<file path="src/design/css_pkg.sv">
// ==========================================
// charge safety supervisor constants
package css_pkg;
  localparam int CLK_NS = 5;
  localparam int INT_PULSE_NS = 128000;
  localparam int INT_PULSE_CYC = (INT_PULSE_NS + CLK_NS - 1) / CLK_NS;
  localparam int TICK_NS = 1000000;
  localparam int TICK_CYC = TICK_NS / CLK_NS;
  localparam int WDOG_MS = 50000;
  localparam int PRE_DIV = 10;
  localparam int INPUT_LIMIT_PIN_STEP_MA = 50;
  localparam int BATREG_DROP_MV = 140;
  localparam int BATREG_FLOOR_MV = 3600;
  // safety durations per field code, in 1 ms ticks; values are plain defaults
  localparam int SAFE_MS_0 = 1800000;
  localparam int SAFE_MS_1 = 10800000;
  localparam int SAFE_MS_2 = 21600000;
  localparam int SAFE_MS_3 = 32400000;
  // synchroniser lane positions
  localparam int SY_DIE_HOT = 0;
  localparam int SY_DIE_COOLED = 1;
  localparam int SY_THERMISTOR_OFF_LEVEL = 2;
  localparam int SY_TS_HOT = 3;
  localparam int SY_TS_COLD = 4;
  localparam int SY_TS_COOL = 5;
  localparam int SY_TS_WARM = 6;
  localparam int SY_N = 7;
  typedef enum logic [2:0] {
    CSS_IDLE = 3'b000,
    CSS_PRE = 3'b001,
    CSS_FAST = 3'b010,
    CSS_DONE = 3'b011
  } css_state_t;
endpackage

</file>
<file path="src/design/css_supervisor.sv">
`timescale 1ns/100ps
module css_supervisor
  import css_pkg::*;
#(
  parameter int TICK_CYCLES = TICK_CYC,
  parameter int INT_CYCLES = INT_PULSE_CYC,
  parameter int WDOG_TICKS = WDOG_MS,
  parameter int SAFE_T0 = SAFE_MS_0,
  parameter int SAFE_T1 = SAFE_MS_1,
  parameter int SAFE_T2 = SAFE_MS_2,
  parameter int SAFE_T3 = SAFE_MS_3
)(
  // clock and reset
  input wire logic mclk_i,
  input wire logic srst_i,
  // power, chip control and charge progress
  input wire logic vin_present_i,
  input wire logic chip_disable_in_i,
  input wire logic charge_req_i,
  input wire logic precharge_i,
  input wire logic terminated_i,
  input wire logic cc_cv_loop_i,
  // host bus events and mode
  input wire logic i2c_txn_i,
  input wire logic i2c_write_i,
  input wire logic hiz_mode_i,
  // configuration
  input wire logic [1:0] safety_duration_field_i,
  input wire logic slow_timer_enable_i,
  input wire logic [2:0] input_limit_pin_reg_code_i,
  input wire logic [2:0] input_limit_pin_code_i,
  input wire logic input_limit_pin_gnd_i,
  input wire logic charge_set_pin_gnd_i,
  input wire logic [12:0] batreg_mv_i,
  // temperature comparators, asynchronous levels
  input wire logic die_hot_i,
  input wire logic die_cooled_i,
  input wire logic thermistor_off_level_i,
  input wire logic ts_hot_i,
  input wire logic ts_cold_i,
  input wire logic ts_cool_i,
  input wire logic ts_warm_i,
  // charge control
  output logic charge_en_o,
  output logic [2:0] charge_state_o,
  output logic safety_fault_o,
  output logic int_o,
  output logic half_current_o,
  output logic [12:0] batreg_mv_o,
  output logic charge_set_pin_use_reg_o,
  output logic input_limit_pin_use_reg_o,
  output logic [2:0] input_limit_pin_code_o,
  output logic [8:0] input_limit_pin_ma_o,
  // rails
  output logic mid_rail_output_en_o,
  output logic buck_system_output_en_o,
  output logic aux_switch_output_en_o,
  // host side
  output logic host_mode_o,
  output logic wdog_run_o,
  output logic defaults_reload_o
);
  function automatic logic [31:0] safe_limit(input logic [1:0] f);
    case (f)
      2'h0: safe_limit = 32'(SAFE_T0);
      2'h1: safe_limit = 32'(SAFE_T1);
      2'h2: safe_limit = 32'(SAFE_T2);
      default: safe_limit = 32'(SAFE_T3);
    endcase
  endfunction
  // ==========================================
  // synchronisers
  logic [SY_N-1:0] sy_raw, sy1_q, sy2_q;
  assign sy_raw = {ts_warm_i, ts_cool_i, ts_cold_i, ts_hot_i, thermistor_off_level_i,
                   die_cooled_i, die_hot_i};
  genvar g;
  generate
    for (g = 0; g < SY_N; g++)
    begin : g_sync
      // no reset: a reset of two or more cycles flushes both stages
      always_ff @(posedge mclk_i)
      begin
        sy1_q[g] <= sy_raw[g];
        sy2_q[g] <= sy1_q[g];
      end
    end
  endgenerate
  // ==========================================
  // temperature qualification
  logic ts_qual, ts_suspend, ts_cool_zone, ts_warm_zone, ot_q, ot_d;
  assign ts_qual = !sy2_q[SY_THERMISTOR_OFF_LEVEL];
  assign ts_suspend = ts_qual && (sy2_q[SY_TS_HOT] || sy2_q[SY_TS_COLD]);
  assign ts_cool_zone = ts_qual && sy2_q[SY_TS_COOL] && !sy2_q[SY_TS_COLD];
  assign ts_warm_zone = ts_qual && sy2_q[SY_TS_WARM] && !sy2_q[SY_TS_HOT];
  // cooled comparator trips at shutdown minus hysteresis; heating wins a tie
  assign ot_d = sy2_q[SY_DIE_HOT] || (ot_q && !sy2_q[SY_DIE_COOLED]);
  logic [12:0] batreg_d;
  localparam logic [12:0] BR_FLOOR = 13'(BATREG_FLOOR_MV);
  localparam logic [12:0] BR_DROP = 13'(BATREG_DROP_MV);
  assign batreg_d = !ts_warm_zone ? batreg_mv_i :
                    (batreg_mv_i > BR_FLOOR + BR_DROP) ? batreg_mv_i - BR_DROP :
                    (batreg_mv_i > BR_FLOOR) ? BR_FLOOR : batreg_mv_i;
  // ==========================================
  // time base
  logic [31:0] tick_cnt_q;
  logic tick, half_q;
  assign tick = (tick_cnt_q == 32'(TICK_CYCLES - 1));
  always_ff @(posedge mclk_i)
  begin
    if (srst_i)
    begin
      tick_cnt_q <= 32'h0;
      half_q <= 1'b0;
    end
    else
    begin
      tick_cnt_q <= tick ? 32'h0 : tick_cnt_q + 32'h1;
      half_q <= half_q ^ tick;
    end
  end
  // ==========================================
  // charge sequence and safety timer
  css_state_t state_q, state_d;
  logic [31:0] safe_cnt_q, limit, pre_limit;
  logic [1:0] dur_q;
  logic fault_q, fault_set, fault_d, cd_q, vin_q, toggle;
  logic allowed, running, restart, advance;
  assign allowed = charge_req_i && vin_present_i && !chip_disable_in_i && !ot_q;
  assign running = (state_q == CSS_PRE) || (state_q == CSS_FAST);
  assign restart = !running || ot_q || (dur_q != safety_duration_field_i);
  // slow option only advances on alternate ticks outside cc/cv control
  assign advance = tick && !ts_suspend &&
                   (!slow_timer_enable_i || cc_cv_loop_i || half_q);
  assign limit = safe_limit(safety_duration_field_i);
  assign pre_limit = limit / 32'(PRE_DIV);
  assign fault_set = running && !restart && !terminated_i &&
                     ((state_q == CSS_PRE && safe_cnt_q >= pre_limit) ||
                      safe_cnt_q >= limit);
  assign toggle = (cd_q != chip_disable_in_i) || (vin_q != vin_present_i);
  assign fault_d = fault_set || (fault_q && !toggle);
  always_comb
  begin
    state_d = state_q;
    case (state_q)
      CSS_IDLE:
        if (allowed && !fault_q)
          state_d = precharge_i ? CSS_PRE : CSS_FAST;
      CSS_PRE:
        if (!allowed || fault_set)
          state_d = CSS_IDLE;
        else if (terminated_i)
          state_d = CSS_DONE;
        else if (!precharge_i)
          state_d = CSS_FAST;
      CSS_FAST:
        if (!allowed || fault_set)
          state_d = CSS_IDLE;
        else if (terminated_i)
          state_d = CSS_DONE;
      CSS_DONE:
        if (!allowed)
          state_d = CSS_IDLE;
      default:
        state_d = CSS_IDLE;
    endcase
  end
  always_ff @(posedge mclk_i)
  begin
    if (srst_i)
    begin
      state_q <= CSS_IDLE;
      safe_cnt_q <= 32'h0;
      dur_q <= 2'h0;
      fault_q <= 1'b0;
      // start from the live levels so the release of reset is not taken for a toggle
      cd_q <= chip_disable_in_i;
      vin_q <= vin_present_i;
      ot_q <= 1'b0;
    end
    else
    begin
      state_q <= state_d;
      safe_cnt_q <= restart ? 32'h0 : safe_cnt_q + {31'h0, advance};
      dur_q <= safety_duration_field_i;
      fault_q <= fault_d;
      cd_q <= chip_disable_in_i;
      vin_q <= vin_present_i;
      ot_q <= ot_d;
    end
  end
  // ==========================================
  // interrupt pulse
  logic [31:0] int_cnt_q, int_cnt_d;
  assign int_cnt_d = fault_set && !fault_q ? 32'(INT_CYCLES) :
                     (int_cnt_q != 32'h0) ? int_cnt_q - 32'h1 : 32'h0;
  // ==========================================
  // host mode and watchdog
  logic host_q, wd_run_q, wd_expire;
  logic [31:0] wd_cnt_q;
  assign wd_expire = wd_run_q && tick && (wd_cnt_q == 32'(WDOG_TICKS - 1));
  always_ff @(posedge mclk_i)
  begin
    if (srst_i)
    begin
      host_q <= 1'b0;
      wd_run_q <= 1'b0;
      wd_cnt_q <= 32'h0;
      int_cnt_q <= 32'h0;
    end
    else
    begin
      // a write in the expiry cycle keeps host mode
      host_q <= i2c_write_i || (host_q && !wd_expire);
      wd_run_q <= !hiz_mode_i && (i2c_txn_i || (wd_run_q && !wd_expire));
      wd_cnt_q <= (i2c_txn_i || !wd_run_q || wd_expire) ? 32'h0 :
                  wd_cnt_q + {31'h0, tick};
      int_cnt_q <= int_cnt_d;
    end
  end
  // ==========================================
  // registered outputs
  always_ff @(posedge mclk_i)
  begin
    if (srst_i)
    begin
      charge_en_o <= 1'b0;
      charge_state_o <= CSS_IDLE;
      safety_fault_o <= 1'b0;
      int_o <= 1'b0;
      half_current_o <= 1'b0;
      batreg_mv_o <= 13'h0;
      charge_set_pin_use_reg_o <= 1'b0;
      input_limit_pin_use_reg_o <= 1'b0;
      input_limit_pin_code_o <= 3'h0;
      input_limit_pin_ma_o <= 9'(INPUT_LIMIT_PIN_STEP_MA); // agrees with the code 0 held in reset
      mid_rail_output_en_o <= 1'b0;
      buck_system_output_en_o <= 1'b0;
      aux_switch_output_en_o <= 1'b0;
      host_mode_o <= 1'b0;
      wdog_run_o <= 1'b0;
      defaults_reload_o <= 1'b0;
    end
    else
    begin
      charge_en_o <= ((state_q == CSS_PRE) || (state_q == CSS_FAST)) && !ts_suspend && !ot_q;
      charge_state_o <= state_q;
      safety_fault_o <= fault_q;
      int_o <= (int_cnt_d != 32'h0);
      half_current_o <= ts_cool_zone;
      batreg_mv_o <= batreg_d;
      charge_set_pin_use_reg_o <= charge_set_pin_gnd_i || host_q;
      input_limit_pin_use_reg_o <= input_limit_pin_gnd_i || host_q;
      input_limit_pin_code_o <= (input_limit_pin_gnd_i || host_q) ? input_limit_pin_reg_code_i :
                     input_limit_pin_code_i;
      input_limit_pin_ma_o <= 9'(INPUT_LIMIT_PIN_STEP_MA) * ({6'h0, (input_limit_pin_gnd_i || host_q) ?
                   input_limit_pin_reg_code_i : input_limit_pin_code_i} + 9'h1);
      mid_rail_output_en_o <= !ot_q;
      buck_system_output_en_o <= !ot_q;
      aux_switch_output_en_o <= !ot_q;
      host_mode_o <= host_q;
      wdog_run_o <= wd_run_q;
      defaults_reload_o <= wd_expire;
    end
  end
endmodule

</file>
<file path="config.mk">
export PLATFORM = sky130hd
export DESIGN_NAME = css_supervisor
export DESIGN_NICKNAME = d
export VERILOG_FILES = /design/src/design/css_pkg.sv /design/src/design/css_supervisor.sv
export SDC_FILE = /design/constraint.sdc
export NUM_CORES = 1
export LEC_CHECK = 0
export ABC_AREA = 1
export ABC_CLOCK_PERIOD_IN_PS = 15200
export BUFFER_PORTS_ARGS = -buffer_cell sky130_fd_sc_hd__buf_2
export CAP_MARGIN = 40
export CORE_UTILIZATION = 43
export CTS_CLUSTER_SIZE = 8
export DETAILED_ROUTE_END_ITERATION = 8
export PLACE_DENSITY_LB_ADDON = 0.2
export SETUP_SLACK_MARGIN = 0.1
export SLEW_MARGIN = 40
export SYNTH_ARGS = -nofsm -noshare
export SYNTH_HDL_FRONTEND = slang
export SYNTH_SLANG_ARGS = --single-unit
export TNS_END_PERCENT = 5
</file>
<file path="constraint.sdc">
create_clock -name mclk_i -period 15.2 [get_ports mclk_i]
set_clock_uncertainty 0.1 [all_clocks]
set_input_delay 3.04 -clock mclk_i [delete_from_list [all_inputs] [get_ports mclk_i]]
set_output_delay 3.04 -clock mclk_i [all_outputs]
set_load 0.01 [all_outputs]
</file>
==> qor.txt, run 1 <==
OUTCOME
------------------------------------------------------------------------------------
Status                                                                  finished, final reports clean

TIMING
------------------------------------------------------------------------------------
Final number of max-transition violations                                          0
Final worst-path cycle share                                                  90.62%
RSZ-0062 raised after global routing                                              no
Fin. Hold Viols                                                                    0
Fmax                                                                       72.60 MHz
Total of endpoints with negative setup slack in the final report                   0
Slew at the pin closest to its max-slew limit                              0.7296 ns
Fin Setup TNS                                                                   0 ns
Final Critical Period                                                       13.77 ns
Rel. slew slack                                                               51.36%

CRITICAL PATH
------------------------------------------------------------------------------------
Crit-path slowest cell                                                  sky130_fd_sc_hd__clkinvlp_4
Data arrival time of the worst path                                         13.98 ns
Worst path max stage delay                                                   0.36 ns
Worst EP required                                                           15.41 ns
Length in cells of the worst reg-to-reg path                                      33
Most prevalent standard cell on the critical path                       sky130_fd_sc_hd__nand2_1
Critical path class                                                        in -> reg
Kind of end point of the critical path                                     flip-flop
Startpoint Class                                                        primary input
Highest fanout seen on the critical path                                          23

SYNTHESIS
------------------------------------------------------------------------------------
Share of flip-flops with an asynchronous set or reset after synthesis             0%
Synth warn                                                                         0
Primary flip-flop cell chosen by synthesis mapping                      sky130_fd_sc_hd__dfxtp_1
Mean instance size in the synthesized netlist                            6.434 sq um
Unique masters post-synth                                                         59
Cell type with the largest total area after synthesis                   sky130_fd_sc_hd__dfxtp_1
Post-Syn Instances                                                              2072
Sequential element share of the synthesized area                              28.38%
Area fraction of the dominant cell type after synthesis                       28.38%
Most repeated cell in the gate-level netlist after synthesis            sky130_fd_sc_hd__nand2_1
Post-synth EDFFs                                                                   0
Seq cells post-synth                                                             189
Post-synthesis cell area                                                 13330 sq um
Top post-synthesis cells by count                                       sky130_fd_sc_hd__nand2_1 (428), sky130_fd_sc_hd__nor2_1 (319), sky130_fd_sc_hd__inv_1 (299), sky130_fd_sc_hd__dfxtp_1 (189), sky130_fd_sc_hd__nand3_1 (147)
Ranking of synthesized cells by area                                    sky130_fd_sc_hd__dfxtp_1 (28%), sky130_fd_sc_hd__nand2_1 (12%), sky130_fd_sc_hd__nor2_1 (9.0%)

FINAL LAYOUT
------------------------------------------------------------------------------------
Diodes inserted                                                                    0
Share of layout cells above drive strength 1                                  9.930%
Core occupancy in the finished layout                                         48.20%
Layout Area Growth over Synthesis                                             10.30%
Final layout net count                                                          2257
Count of non-filler cells in the finished layout                                2551

CLOCK NETWORK
------------------------------------------------------------------------------------
TritonCTS clock tree                                                           built
CTS clk-pin slew, worst paths                                                0.07 ns
Clock insertion delay at the later pin of the skew report                    0.45 ns
CTS max path bufs                                                                  2
CTS buffer count                                                                  17
Clock root cell                                                         sky130_fd_sc_hd__clkbuf_16
Sinks on Clock Net                                                               189
Maximum level of the CTS H-tree                                                    4
Hold-fix buffers, CTS                                                              0

PWR
------------------------------------------------------------------------------------
Maximum resistive drop on vdd                                             0.07899 mV
Power after layout                                                          1.542 mW
Cell area power density                                                 104.9 nW/um^2
Standby leakage power                                                       6.749 nW

MIN PATH
------------------------------------------------------------------------------------
HP Class                                                                  reg -> reg
Number of instances on the worst hold path                                         0

FLOORPLAN
------------------------------------------------------------------------------------
Die area                                                                 31710 sq um
Num rows                                                                          64
Die Wd                                                                      178.1 um
Die H                                                                       178.1 um
Initial core utilization                                                      43.70%
I/O pin total                                                                     82
Standard cell core area                                                  30510 sq um

PLACEMENT
------------------------------------------------------------------------------------
Dpl hpwl                                                                    25.86 mm
Count of placed standard cells including taps                                   2514
Port Buffer Count                                                                 79
Placer congestion estimate                                                    0.9125

DRT
------------------------------------------------------------------------------------
Aggregate routed wire length                                                33.68 mm
Number of detailed-routing iterations run before antenna repair                    5
Remaining number of nets flagged by the antenna check after routing                0
Starting DRC count in detailed routing                                           891
Via count                                                                      13090
DRC errors left                                                                    0
Mean number of vias per cell                                                   5.132
Routed WL per cell                                                          13.20 um

GLOBAL ROUTING
------------------------------------------------------------------------------------
Largest net degree at the start of global routing                                 61
First-pass GRT wire length                                                  55.32 mm
GRT Residual Overflow                                                              0
Via count of the first global-routing pass                                     11990
GRT Overall Usage                                                             21.29%
Antenna violations before repair                                                   0

RUN
------------------------------------------------------------------------------------
Count of max-cap constraint violations                                             0

## power breakdown
group	internal [mW]	switching, mW
sequential	0.529	0.0231
combinational	0.192	0.352
clock	0.228	0.217
## critical path: cells and delay by family
family / cells / cell delay, ns
adder cells (fa/ha/maj): 6 / 1.54
AND/OR/NAND/NOR: 60 / 6.97
buffers and inverters: 12 / 2.02
AO/OA/AOI/OAI: 2 / 0.36
## area by class of cell
class / instances / area (sq um)
fillers: 3132 / 15810
multi-input cells: 1524 / 8135
flip-flops and latches: 189 / 3784
inverters: 318 / 1201
well taps: 396 / 495.5
repair buffers: 92 / 493.0
clock buffers: 19 / 452.9
clock inverters: 13 / 142.6
## logic make-up after synthesis
family | Yosys count | share of synthesized area [%]
other | 1 | 0.02813
adders and majority gates | 73 | 6.908
and+or+nand+nor | 1141 | 38.89
AOI/OAI and AO/OA | 244 | 10.79
muxes | 1 | 0.07509
buffers and inverters | 363 | 10.98
DFF | 189 | 28.38
xor gates and xnor gates | 60 | 3.942
## metrics by stage
step                      cell area, sq um  hold WS (ns)  setup WS [ns]
final                                14700        0.2289          1.426
after global routing                 14700        0.2354         0.1408
after CTS                            14640        0.2291          1.027
after detailed placement             14050        0.2132         0.6245
after global placement               14040        0.2101         0.9218
after floorplan                      13340        0.2096          3.537
## sequential cells by signal, summed over array words and instances, names as in the netlist, 2 cells and up
signal and flops:
batreg_mv_o 13, safe_cnt_q 32, wd_cnt_q 32, tick_cnt_q 32, sy2_q 7, input_limit_pin_code_o 3
charge_state_o 2, dur_q 2, sy1_q 7, input_limit_pin_ma_o 8, int_cnt_q 32, state_q 2
## routing by layer
layer	global-route usage, %	part of all wire (%)	vias up
met3	3.048	3.1	29
li1	-	-	6904
met1	27.93	48	5922
met2	36.64	48	236
met5	0	0	-
met4	4.808	1.1	0
## worst paths after layout
| check | start | endpoint | slack [ns] |
|---|---|---|---|
| min reg2reg | sy1_q[2]$_DFF_P_ | sy2_q[2]$_DFF_P_ | 0.23 |
| max | safety_duration_field_i[0] | int_o$_SDFF_PP0_ | 1.43 |
| max reg2reg | tick_cnt_q[0]$_SDFF_PP0_ | safe_cnt_q[30]$_SDFF_PP0_ | 9.91 |
| min | sy1_q[2]$_DFF_P_ | sy2_q[2]$_DFF_P_ | 0.23 |
## placed cells by master (no fill, tap or decap), types with 19 or more instances in the layout
| master | synthesis | final |
|---|---|---|
| sky130_fd_sc_hd__nor3b_1 | 19 | 19 |
| sky130_fd_sc_hd__ha_1 | 72 | 71 |
| sky130_fd_sc_hd__nor4_1 | 29 | 27 |
| sky130_fd_sc_hd__nand4_1 | 69 | 69 |
| sky130_fd_sc_hd__xor2_1 | 35 | 35 |
| sky130_fd_sc_hd__xnor2_1 | 25 | 25 |
| sky130_fd_sc_hd__nor2_1 | 319 | 319 |
| sky130_fd_sc_hd__nand3_1 | 147 | 147 |
| sky130_fd_sc_hd__a21oi_1 | 100 | 100 |
| sky130_fd_sc_hd__dfxtp_1 | 189 | 189 |
| sky130_fd_sc_hd__nand2_1 | 428 | 426 |
| sky130_fd_sc_hd__nor3_1 | 53 | 53 |
| sky130_fd_sc_hd__inv_1 | 299 | 297 |
| sky130_fd_sc_hd__o21ai_0 | 63 | 62 |
| sky130_fd_sc_hd__buf_2 | 6 | 79 |
## what timing repair did
| action | 4_1_cts | 5_1_grt |
|---|---|---|
| endpoints found under the hold margin | 0 | 0 |
| gates resized for setup | 0 | 6 |
| endpoints found under the setup margin | 0 | 35 |
| buffers inserted | 0 | 4 |
(Power assumes the default switching activity.)
==> inputs of run 2 (changes only) <==
--- a/config.mk
+++ b/config.mk
@@ -10,9 +10,9 @@
 export BUFFER_PORTS_ARGS = -buffer_cell sky130_fd_sc_hd__buf_2
 export CAP_MARGIN = 40
 export CORE_UTILIZATION = 43
+export CTS_BUF_LIST = sky130_fd_sc_hd__clkbuf_4
 export CTS_CLUSTER_SIZE = 8
 export DETAILED_ROUTE_END_ITERATION = 8
-export PLACE_DENSITY_LB_ADDON = 0.2
 export SETUP_SLACK_MARGIN = 0.1
 export SLEW_MARGIN = 40
 export SYNTH_ARGS = -nofsm -noshare
==> qor.txt, run 2 (synthesis gave the netlist of run 1 again) <==
CRITICAL PATH
----------------------------------------------------------------------------------
Highest fanout seen on the critical path                                        43   was 23
Startpoint Class                                                      primary input   unchanged
Worst path max stage delay                                                 0.46 ns   was 0.36 ns
Crit-path slowest cell                                                sky130_fd_sc_hd__ha_2   was sky130_fd_sc_hd__clkinvlp_4
Kind of end point of the critical path                                   flip-flop   unchanged
Most prevalent standard cell on the critical path                     sky130_fd_sc_hd__nand2_1   unchanged
Kind of cell adding the most delay to the critical path               simple AND/OR/NAND/NOR gates   unchanged
Data arrival time of the worst path                                       13.93 ns   was 13.98 ns
Worst EP required                                                         15.57 ns   was 15.41 ns
Bufs and invs on worst path                                                      9   was 12
Critical path class                                                      in -> reg   unchanged

MIN PATH
----------------------------------------------------------------------------------
HP Class                                                                reg -> reg   unchanged

PLACEMENT
----------------------------------------------------------------------------------
Port Buffer Count                                                               79   unchanged
Dpl hpwl                                                                  26.35 mm   was 25.86 mm
DP Area                                                                14050 sq um   about the same
Count of placed standard cells including taps                                 2514   unchanged
Placer congestion estimate                                                  0.9257   was 0.9125

CLOCK NETWORK
----------------------------------------------------------------------------------
CTS buffer count                                                                17   unchanged
Clock insertion delay at the later pin of the skew report                  0.61 ns   was 0.45 ns
Hold-fix buffers, CTS                                                            0   unchanged
TritonCTS clock tree                                                         built   unchanged
CTS clk-pin slew, worst paths                                              0.14 ns   was 0.07 ns
Sinks on Clock Net                                                             189   unchanged
Maximum level of the CTS H-tree                                                  4   unchanged
Clock root cell                                                       sky130_fd_sc_hd__clkbuf_4   was sky130_fd_sc_hd__clkbuf_16
CTS max path bufs                                                                2   unchanged

FINAL LAYOUT
----------------------------------------------------------------------------------
Count of non-filler cells in the finished layout                              2549   was 2551
Core occupancy in the finished layout                                       47.24%   was 48.20%
Highest-count cells in the layout ignoring fill and taps              sky130_fd_sc_hd__nand2_1 (426), sky130_fd_sc_hd__nor2_1 (319), sky130_fd_sc_hd__inv_1 (299)   was sky130_fd_sc_hd__nand2_1 (426), sky130_fd_sc_hd__nor2_1 (319), sky130_fd_sc_hd__inv_1 (297)
Post-route standard cell area excluding fillers                        14410 sq um   was 14700 sq um
Final layout net count                                                        2256   was 2257
Most common library cell in the layout ignoring fill and taps         sky130_fd_sc_hd__nand2_1   unchanged
Layout Area Growth over Synthesis                                           8.099%   was 10.30%
Share of layout cells above drive strength 1                                9.716%   was 9.930%

PWR
----------------------------------------------------------------------------------
Cell area power density                                               97.73 nW/um^2   was 104.9 nW/um^2
Standby leakage power                                                     6.637 nW   was 6.749 nW
Maximum resistive drop on vdd                                           0.06483 mV   was 0.07899 mV

TIMING
----------------------------------------------------------------------------------
Fin Setup TNS                                                                 0 ns   unchanged
Slew at the pin closest to its max-slew limit                            0.7150 ns   was 0.7296 ns
Rel. slew slack                                                             52.34%   was 51.36%
Final number of max-transition violations                                        0   unchanged
Final Critical Period                                                     13.56 ns   was 13.77 ns
Fmax                                                                     73.74 MHz   was 72.60 MHz
Worst hold slack across all endpoints                                    0.2424 ns   was 0.2289 ns
RSZ-0062 raised after global routing                                            no   unchanged
Total of endpoints with negative setup slack in the final report                 0   unchanged
Fin. Hold Viols                                                                  0   unchanged
Final worst-path cycle share                                                89.22%   was 90.62%

GLOBAL ROUTING
----------------------------------------------------------------------------------
GRT Residual Overflow                                                            0   unchanged
Via count of the first global-routing pass                                   12070   was 11990
First-pass GRT wire length                                                56.78 mm   was 55.32 mm
Largest net degree at the start of global routing                               61   unchanged
GRT Overall Usage                                                           21.77%   was 21.29%
Antenna violations before repair                                                 1   was 0

FLOORPLAN
----------------------------------------------------------------------------------
I/O pin total                                                                   82   unchanged
Standard cell core area                                                30510 sq um   unchanged
Initial core utilization                                                    43.70%   unchanged
Die area                                                               31710 sq um   unchanged
Die Wd                                                                    178.1 um   unchanged
Die H                                                                     178.1 um   unchanged
Num rows                                                                        64   unchanged

DRT
----------------------------------------------------------------------------------
Starting DRC count in detailed routing                                         956   was 891
Aggregate routed wire length                                              33.82 mm   was 33.68 mm
Routed WL per cell                                                        13.27 um   was 13.20 um
Number of detailed-routing iterations run before antenna repair                  6   was 5
Remaining number of nets flagged by the antenna check after routing              0   unchanged
DRC errors left                                                                  0   unchanged
Via count                                                                    13170   was 13090
Mean number of vias per cell                                                 5.167   was 5.132

OUTCOME
----------------------------------------------------------------------------------
Status                                                                finished, final reports clean   unchanged

RUN
----------------------------------------------------------------------------------
Count of max-cap constraint violations                                           0   unchanged

## run 2: cell types whose count changed in the layout (fill, tap and decap cells not counted), sizes merged
cell      delta
bufinv       +4
clkbuf       -1
clkinvlp     -3
nand3        -1
inv          -1
clkinv       -2
diode        +2
## run 2: report_power, final
| part | switching (mW) | internal [mW] |
|---|---|---|
| sequential | 0.0229 | 0.530 |
| combinational | 0.353 | 0.192 |
| clock | 0.178 | 0.133 |
| total | 0.554 | 0.855 |
## run 2: final timing paths
check	start	end	slack, ns	depth (start not counted)
setup reg to reg	tick_cnt_q[0]$_SDFF_PP0_	safe_cnt_q[30]$_SDFF_PP0_	9.88	33
hold / removal	sy1_q[0]$_DFF_P_	sy2_q[0]$_DFF_P_	0.24	0
hold reg to reg	sy1_q[0]$_DFF_P_	sy2_q[0]$_DFF_P_	0.24	0
setup / recovery	safety_duration_field_i[0]	int_o$_SDFF_PP0_	1.64	80
## run 2: routing by layer
metal	GRT usage, %	vias to the layer above	wire, um	share of wire (%)
met5	0	-	0	0
met4	4.736	0	412	1.2
met3	2.771	36	1008	3.0
met2	37.84	222	16180	48
met1	28.52	6055	16220	48
li1	-	6858	-	-
## run 2: final cells by class
type                    instances  area, sq um
well taps                     396        495.5
diodes                          2        5.005
inverters                     318         1194
fillers                      3222        16100
multi-input cells            1523         8122
flip-flops and latches        189         3784
repair buffers                 92        493.0
clock inverters                11        183.9
clock buffers                  18        135.1
## run 2: metrics by stage
stage | setup WS, ns | power, mW
final | 1.638 | 1.408
after global routing | 0.1261 | 1.521
after CTS | 1.430 | 1.418
after detailed placement | 0.7723 | 1.101
after global placement | 1.292 | 1.100
after floorplan | 3.537 | 0.9756
## run 2: what timing repair did
| action | 4_1_cts | 5_1_grt |
|---|---|---|
| resized for setup | 0 | 2 |
| buffers inserted | 0 | 4 |
| hold endpoints to repair | 0 | 0 |
| setup endpoints to repair | 0 | 7 |
